[config.mk]
export PLATFORM = sky130hd
export DESIGN_NAME = mtp_timer
export DESIGN_NICKNAME = d
export VERILOG_FILES = /design/src/include/mtp_pkg.sv /design/src/hw/mtp_prescaler.sv /design/src/hw/mtp_dbuf.sv /design/src/hw/mtp_timer.sv
export SDC_FILE = /design/constraint.sdc
export NUM_CORES = 1
export LEC_CHECK = 0
export BUFFER_PORTS_ARGS = -buffer_cell sky130_fd_sc_hd__buf_2
export CAP_MARGIN = 15
export CORE_ASPECT_RATIO = 0.5
export CORE_UTILIZATION = 50
export CTS_CLUSTER_SIZE = 20
export DETAILED_ROUTE_END_ITERATION = 10
export HOLD_SLACK_MARGIN = 0.03
export PLACE_DENSITY = 0.67
export REMOVE_ABC_BUFFERS = 1
export SYNTH_ARGS = -nofsm -noshare
export SYNTH_HDL_FRONTEND = slang
export SYNTH_SLANG_ARGS = --single-unit
[constraint.sdc]
create_clock -name sys_clk -period 23.8 [get_ports sys_clk]
set_input_delay 4.76 -clock sys_clk [delete_from_list [all_inputs] [get_ports sys_clk]]
set_output_delay 4.76 -clock sys_clk [all_outputs]
set_load 0.005 [all_outputs]
[src/include/mtp_pkg.sv]
`default_nettype none
package mtp_pkg;

  // ****************************************************************
  // sizes
  // ****************************************************************
  localparam int ADDR_W   = 8;
  localparam int DATA_W   = 16;
  localparam int PRESC_W  = 8;
  localparam int NUM_SUB  = 4;

  // ****************************************************************
  // register offsets (even byte addresses, word registers)
  // ****************************************************************
  localparam logic [ADDR_W-1:0] OFS_PRESC_SUB34  = 8'h08;
  localparam logic [ADDR_W-1:0] OFS_COUNT_BASE   = 8'h10;
  localparam logic [ADDR_W-1:0] OFS_PERCAP_BASE  = 8'h18;
  localparam logic [ADDR_W-1:0] OFS_DTYCAP_BASE  = 8'h20;
  localparam logic [ADDR_W-1:0] OFS_STRIDE       = 8'h02;

  // ****************************************************************
  // field positions and reset values
  // ****************************************************************
  localparam int                PRESC_SUB3_LSB   = 0;
  localparam int                PRESC_SUB4_LSB   = 8;
  localparam logic [DATA_W-1:0] RST_PRESC_SUB34  = 16'h0000;
  localparam logic [DATA_W-1:0] RST_COUNT        = 16'h0000;
  localparam logic [DATA_W-1:0] RST_CAP          = 16'h0000;
  localparam logic [PRESC_W-1:0] RST_PRESC_CNT   = 8'h00;
  localparam logic [DATA_W-1:0] RD_NONE          = 16'h0000;

  // ****************************************************************
  // internal bus request
  // ****************************************************************
  typedef struct packed {
    logic [ADDR_W-1:0] addr;
    logic              wr;
    logic              rd;
    logic              word;
    logic [DATA_W-1:0] wdata;
  } mtp_bus_req_s;

endpackage
`default_nettype wire

[src/hw/mtp_prescaler.sv]
`timescale 1ns/1ps
`default_nettype none
module mtp_prescaler #(
  parameter int W = 8
) (
  // clock and reset
  input  wire logic         sys_clk,
  input  wire logic         rst,
  // control
  input  wire logic         run,
  input  wire logic [W-1:0] cmp,
  // divided enable
  output logic              tick
);

  logic [W-1:0] pcnt_reg;

  assign tick = run && (pcnt_reg == cmp);

  always_ff @(posedge sys_clk or posedge rst) begin
    if (rst) begin
      pcnt_reg <= W'(mtp_pkg::RST_PRESC_CNT);
    end else if (!run || tick) begin
      pcnt_reg <= '0;
    end else begin
      pcnt_reg <= pcnt_reg + W'(1);
    end
  end

endmodule // mtp_prescaler
`default_nettype wire

[src/hw/mtp_dbuf.sv]
`timescale 1ns/1ps
`default_nettype none
module mtp_dbuf #(
  parameter int W = 16
) (
  // clock and reset
  input  wire logic         sys_clk,
  input  wire logic         rst,
  // software write
  input  wire logic         wr_en,
  input  wire logic [W-1:0] wr_data,
  // subsystem state
  input  wire logic         pwm_mode,
  input  wire logic         halted,
  input  wire logic         boundary,
  // capture
  input  wire logic         cap_en,
  input  wire logic [W-1:0] cap_data,
  // values
  output logic [W-1:0]      rd_value,
  output logic [W-1:0]      active_value
);

  logic [W-1:0] shadow_reg;
  logic [W-1:0] shadow_next;
  logic [W-1:0] active_reg;

  // capture wins over a same-cycle software write so no event is lost
  always_comb begin
    shadow_next = shadow_reg;
    if (cap_en && !pwm_mode) begin
      shadow_next = cap_data;
    end else if (wr_en) begin
      shadow_next = wr_data;
    end
  end

  always_ff @(posedge sys_clk or posedge rst) begin
    if (rst) begin
      shadow_reg <= W'(mtp_pkg::RST_CAP);
    end else begin
      shadow_reg <= shadow_next;
    end
  end

  always_ff @(posedge sys_clk or posedge rst) begin
    if (rst) begin
      active_reg <= W'(mtp_pkg::RST_CAP);
    end else if (!pwm_mode || halted || boundary) begin
      active_reg <= shadow_next;
    end
  end

  assign rd_value     = shadow_reg;
  assign active_value = active_reg;

endmodule // mtp_dbuf
`default_nettype wire

[src/hw/mtp_timer.sv]
//Contract
// - Each subsystem counter advances once per prescaler match, dividing the clock by compare plus one.
// - The second prescaler register holds subsystem three's compare in its low byte and four's in its high byte.
// - Reset clears both byte fields of the second prescaler register.
// - Four word counter registers exist, one per subsystem, all cleared at reset.
// - A counter read at any time returns the live count and does not disturb counting.
// - A counter may be written only while both of its run-control bits are zero.
// - Period/capture registers hold the period in pulse-width mode and otherwise the last captured count.
// - A period written while counting becomes active at a match with the old period or when halted.
// - Reading a period or duty register returns the latest written value even if not yet active.
// - All four period/capture registers clear at reset.
// - Four duty/capture registers hold the duty compare in pulse-width mode, else the last capture.
// - A duty value written while counting in pulse-width mode moves to the active compare only at a period boundary or halt.
// - Byte-sized data uses only the lowest eight lines of the internal data bus.
`timescale 1ns/1ps
`default_nettype none
module mtp_timer #(
  parameter int NUM_SUB = mtp_pkg::NUM_SUB,
  parameter int DATA_W  = mtp_pkg::DATA_W,
  parameter int PRESC_W = mtp_pkg::PRESC_W
) (
  // clock and reset
  input  wire logic                       sys_clk,
  input  wire logic                       rst,
  // internal bus
  input  wire mtp_pkg::mtp_bus_req_s      bus_req,
  output logic [DATA_W-1:0]               bus_rdata,
  // run control and mode, from the timer control registers
  input  wire logic [NUM_SUB-1:0][1:0]    run_control_bit,
  input  wire logic [NUM_SUB-1:0]         pwm_mode,
  input  wire logic [2*PRESC_W-1:0]       prescale_cmp_sub12,
  // capture events
  input  wire logic [NUM_SUB-1:0]         cap_period_ev,
  input  wire logic [NUM_SUB-1:0]         cap_duty_ev,
  // timer outputs
  output logic [NUM_SUB-1:0]              pwm_out,
  output logic [NUM_SUB-1:0]              period_match
);

  // ****************************************************************
  // bus qualification
  // ****************************************************************
  // word registers only answer to word transactions at even addresses
  logic bus_ok;
  logic wr_ok;
  logic rd_ok;

  assign bus_ok = bus_req.word && !bus_req.addr[0];
  assign wr_ok  = bus_req.wr && bus_ok;
  assign rd_ok  = bus_req.rd && bus_ok;

  // ****************************************************************
  // second prescaler register
  // ****************************************************************
  logic [DATA_W-1:0] prescale_cmp_sub34_reg;
  logic              presc_hit;

  assign presc_hit = (bus_req.addr == mtp_pkg::OFS_PRESC_SUB34);

  always_ff @(posedge sys_clk or posedge rst) begin
    if (rst) begin
      prescale_cmp_sub34_reg <= mtp_pkg::RST_PRESC_SUB34;
    end else if (wr_ok && presc_hit) begin
      prescale_cmp_sub34_reg <= bus_req.wdata;
    end
  end

  logic [NUM_SUB-1:0][PRESC_W-1:0] presc_cmp;

  assign presc_cmp[0] = prescale_cmp_sub12[PRESC_W-1:0];
  assign presc_cmp[1] = prescale_cmp_sub12[2*PRESC_W-1:PRESC_W];
  assign presc_cmp[2] =
    prescale_cmp_sub34_reg[mtp_pkg::PRESC_SUB3_LSB +: PRESC_W];
  assign presc_cmp[3] =
    prescale_cmp_sub34_reg[mtp_pkg::PRESC_SUB4_LSB +: PRESC_W];

  // ****************************************************************
  // subsystems
  // ****************************************************************
  logic [NUM_SUB-1:0][DATA_W-1:0] count_reg;
  logic [NUM_SUB-1:0][DATA_W-1:0] per_rd;
  logic [NUM_SUB-1:0][DATA_W-1:0] dty_rd;
  logic [NUM_SUB-1:0]             cnt_hit;
  logic [NUM_SUB-1:0]             per_hit;
  logic [NUM_SUB-1:0]             dty_hit;

  genvar n;
  generate
    for (n = 0; n < NUM_SUB; n++) begin : g_sub
      logic              running;
      logic              tick;
      logic              boundary;
      logic [DATA_W-1:0] per_act;
      logic [DATA_W-1:0] dty_act;

      assign running = |run_control_bit[n];
      assign cnt_hit[n] = (bus_req.addr ==
        mtp_pkg::ADDR_W'(mtp_pkg::OFS_COUNT_BASE + mtp_pkg::OFS_STRIDE * n));
      assign per_hit[n] = (bus_req.addr ==
        mtp_pkg::ADDR_W'(mtp_pkg::OFS_PERCAP_BASE + mtp_pkg::OFS_STRIDE * n));
      assign dty_hit[n] = (bus_req.addr ==
        mtp_pkg::ADDR_W'(mtp_pkg::OFS_DTYCAP_BASE + mtp_pkg::OFS_STRIDE * n));

      mtp_prescaler #(
        .W (PRESC_W)
      ) u_presc (
        .sys_clk (sys_clk),
        .rst     (rst),
        .run     (running),
        .cmp     (presc_cmp[n]),
        .tick    (tick)
      );

      // period boundary: count meets the active period on a tick
      assign boundary = pwm_mode[n] && tick && (count_reg[n] == per_act);

      always_ff @(posedge sys_clk or posedge rst) begin
        if (rst) begin
          count_reg[n] <= mtp_pkg::RST_COUNT;
        end else if (!running) begin
          if (wr_ok && cnt_hit[n]) begin
            count_reg[n] <= bus_req.wdata;
          end
        end else if (boundary) begin
          count_reg[n] <= '0;
        end else if (tick) begin
          count_reg[n] <= count_reg[n] + DATA_W'(1);
        end
      end

      mtp_dbuf #(
        .W (DATA_W)
      ) u_per (
        .sys_clk      (sys_clk),
        .rst          (rst),
        .wr_en        (wr_ok && per_hit[n]),
        .wr_data      (bus_req.wdata),
        .pwm_mode     (pwm_mode[n]),
        .halted       (!running),
        .boundary     (boundary),
        .cap_en       (cap_period_ev[n]),
        .cap_data     (count_reg[n]),
        .rd_value     (per_rd[n]),
        .active_value (per_act)
      );

      mtp_dbuf #(
        .W (DATA_W)
      ) u_dty (
        .sys_clk      (sys_clk),
        .rst          (rst),
        .wr_en        (wr_ok && dty_hit[n]),
        .wr_data      (bus_req.wdata),
        .pwm_mode     (pwm_mode[n]),
        .halted       (!running),
        .boundary     (boundary),
        .cap_en       (cap_duty_ev[n]),
        .cap_data     (count_reg[n]),
        .rd_value     (dty_rd[n]),
        .active_value (dty_act)
      );

      // pwm level is high while the count is below the duty compare
      always_ff @(posedge sys_clk or posedge rst) begin
        if (rst) begin
          pwm_out[n] <= 1'b0;
        end else begin
          pwm_out[n] <= pwm_mode[n] && running && (count_reg[n] < dty_act);
        end
      end

      always_ff @(posedge sys_clk or posedge rst) begin
        if (rst) begin
          period_match[n] <= 1'b0;
        end else begin
          period_match[n] <= boundary;
        end
      end
    end
  endgenerate

  // ****************************************************************
  // read path
  // ****************************************************************
  logic [DATA_W-1:0] rd_next;

  always_comb begin
    rd_next = mtp_pkg::RD_NONE;
    if (presc_hit) begin
      rd_next = prescale_cmp_sub34_reg;
    end else begin
      for (int i = 0; i < NUM_SUB; i++) begin
        if (cnt_hit[i]) begin
          rd_next = count_reg[i];
        end else if (per_hit[i]) begin
          rd_next = per_rd[i];
        end else if (dty_hit[i]) begin
          rd_next = dty_rd[i];
        end
      end
    end
  end

  // unmapped or non-word reads return zero instead of bus garbage
  // no byte-lane registers
  always_ff @(posedge sys_clk or posedge rst) begin
    if (rst) begin
      bus_rdata <= mtp_pkg::RD_NONE;
    end else if (rd_ok) begin
      bus_rdata <= rd_next;
    end else if (bus_req.rd) begin
      bus_rdata <= mtp_pkg::RD_NONE;
    end
  end

endmodule // mtp_timer
`default_nettype wire

==> metrics <==
run status=finished, violations left; failing checks=design-rule violations; CTS max path bufs=3; area grow syn2layout=9.08%; Peak VDD IR=0.0416 mV; vias in the first global route=17,300; Final Cell Area=24,600 µm²; DRT met1 WL=32.2 mm; WL per Instance=24.9 µm; largest net degree at the start of global routing=151; leakage=11.1 nW; Hold Crit Class=flop to flop; Final Max Tran Viols=0; Initial Util=51.2%; FF+latch count, synth=392; CP Data Required Time=24,240 ps; Post-Synth Simple-Gate Area=12.8%; routed wl met3=8.69 mm; largest family of logic cells by synthesized area=compound AO/OA/AOI/OAI gates; Switch Pwr=0.817 mW; Sw Share=36.4%; # diodes=0; setup bufs post-CTS=0; CP max stage cell=nor3_4; sequential power share=46.5%; GRT Overall Usage=31.4%; post-synthesis compound-gate area fraction=16.7%; area of the multi-input gates=11,600 µm²; Mean Syn Cell Area=9.70 µm²; die area=45,900 µm²; top cell family by delay on the critical path=simple AND/OR/NAND/NOR gates; CP Cell Sequence=buf_2 -> nand2_1 -> nor3_4 -> mux2i_1 -> o21ai_0 -> mux2_2; Synthesis Warnings=0; DR iter-0 viols=2,533; Worst-Margin Slew=1150 ps; worst hold path startpoint=g_sub[3].u_dty.active_value[3]; Detailed Place HPWL=48.4 mm; chip width=302 µm; post-CTS sizing=0; core area=44,000 µm²; Fillers=3,849; highest clock rate=136 MHz; max-slew headroom at the worst pin=23.3%; CP max stage delay=990 ps; sequential fraction of the synthesis area=43.6%; Clock power frac=27.8%; cts hold-fix bufs=0; storage element area=9810 µm²; number of buffers created by CTS=39; Hold Crit Depth=1; First-pass DRT Iterations=11; drt total wl=72.4 mm; Main synth FF type=dfrtp_1; grt ovf=0; pre-CTS setup slack=15,920 ps; Routed Antenna Nets=0; GPL Wtd Cong=0.948; final core utilization=55.8%; Int Power=1.43 mW; multiplexer area fraction after synthesis=13.3%; Gate power share=25.6%; top routing layer in use=met4; clk sinks=392; CTS Root Cell=clkbuf_16; cell count of the worst reg-to-reg path=6; Post-Synth Adder-Cell Area=3.78%; placed cell count=2,839; Syn Inst Count=2,320; Port Buffers=88; Clock Latency Late Sink=560 ps; chip height=152 µm; Final period util=30.9%; layout cells sized above 1=15.9%; RSZ-0062 raised after global routing=false; Post-synth EDFFs=0; H-tree depth=2; capturing point of the worst reg2reg path=g_sub[1].u_dty.active_value[6]; final hold viol count=0; initial antenna violation count=1; overall power=2.25 mW; DR WL met2=29.8 mm; CP Launch Type=input pin; IO Pins=89; synthesized area=22,500 µm²; Setup-failing EPs final=0; Worst R2R Setup Slack=20,570 ps; Critical Path Sink Type=flop; final worst slack=16,440 ps; placed inst area=23,300 µm²; number of distinct library cells after synthesis=70; row cnt=54; clk slew on worst S/H paths=70 ps; WHS Endpoint=g_sub[3].u_dty.active_value[3]; setup TNS=0 ps; clk_skew=17.1 ps; DR vias=18,500; Final min period=7360 ps; WP data arrival=7800 ps; CTS tree=done; routed vias/inst=6.37; drt drc=4; pwr dens=91.5 nW/µm²; Max-cap violations=0; fin cells=2,904; ys async rst share=100%; nets=2,427; first-pass GRT wire length=109 mm; worst path bufs/invs=1; Crit Path Class=input pin to flop; Post-Synth XOR/XNOR Area=4.67%; worst r2r src=count_reg[21]; Fin Hold WS=493 ps; largest fanout on the critical path=47
-- cells by family (layout without fill, tap and decap cells) --
group / Yosys count / in the layout
xor gates and xnor gates: 120 / 120
adders and majority gates: 68 / 68
DFF: 392 / 392
AOI/OAI and AO/OA: 581 / 581
buffers and inverters: 288 / 284
muxes: 278 / 278
and+or+nand+nor: 593 / 593
-- synth_stat cells, types with 26 or more instances --
cell type	count	share of area [%]
nor2_1	103	1.7
nand3_1	71	1.6
o31ai_1	26	0.87
xor2_1	102	4.0
mux2_2	132	6.6
a22o_1	47	1.8
ha_1	68	3.8
a22oi_1	32	1.1
a21oi_1	77	1.7
o21ai_1	37	0.82
nand2_1	241	4.0
o21ai_0	186	4.1
o22ai_1	28	0.78
mux2i_1	134	6.0
inv_1	96	1.6
clkbuf_1	158	2.6
dfrtp_1	392	44
-- final cells by class --
cell class	instances	area share, %
multi-input cells	1640	47.4
repair buffers	125	3.09
clock buffers	55	4.76
inverters	96	1.50
flip-flops and latches	392	40.0
well taps	588	3.00
clock inverters	8	0.275
-- power groups by stage --
stage                     Clock [mW]  Sequential [mW]  Combinational [mW]
after floorplan                    0            0.953               0.415
after global placement             0             1.04               0.547
after detailed placement           0             1.04               0.565
after CTS                      0.631             1.03               0.569
after global routing           0.657             1.06               0.642
final                          0.626             1.05               0.576
-- cells in the final DEF, fill, tap and decap left out, types with 10 or more instances in the layout --
cell	count
a21oi_1	77
ha_1	68
nor2_1	102
a221oi_1	23
o22ai_1	26
and3_1	25
dfrtp_1	392
nor2b_1	16
o21ai_1	39
a21o_1	14
buf_4	34
mux2i_1	134
inv_1	95
o21ai_0	183
nor4_1	20
o31ai_1	26
nand4_1	18
nand2_1	241
xor2_1	102
a31oi_1	10
mux2_2	132
buf_2	88
clkbuf_16	41
nor3_1	19
nand2b_1	20
nand3_1	71
a22oi_1	32
o41ai_1	14
xnor2_1	18
a22o_1	47
-- worst max path at each step --
| stage | start | end | slack (ps) | cells past startpoint |
|---|---|---|---|---|
| after floorplan | rst | bus_rdata[0] | 8140 | 1 |
| after global placement | bus_req[19] | g_sub[1].u_per.active_value[5] | 15930 | 7 |
| after detailed placement | bus_req[19] | g_sub[1].u_dty.active_value[9] | 15920 | 7 |
| after CTS | bus_req[19] | g_sub[1].u_dty.active_value[9] | 16500 | 7 |
| after global routing | bus_req[21] | g_sub[3].u_per.active_value[7] | 16320 | 6 |
| final | bus_req[21] | g_sub[3].u_per.active_value[9] | 16440 | 6 |
-- metal layers --
metal	up-vias	GRT usage, %
met5	-	0
met4	0	7.22
met3	135	7.92
met2	990	43.6
met1	9116	48.5
li1	8251	-
(Power assumes the default switching activity.)
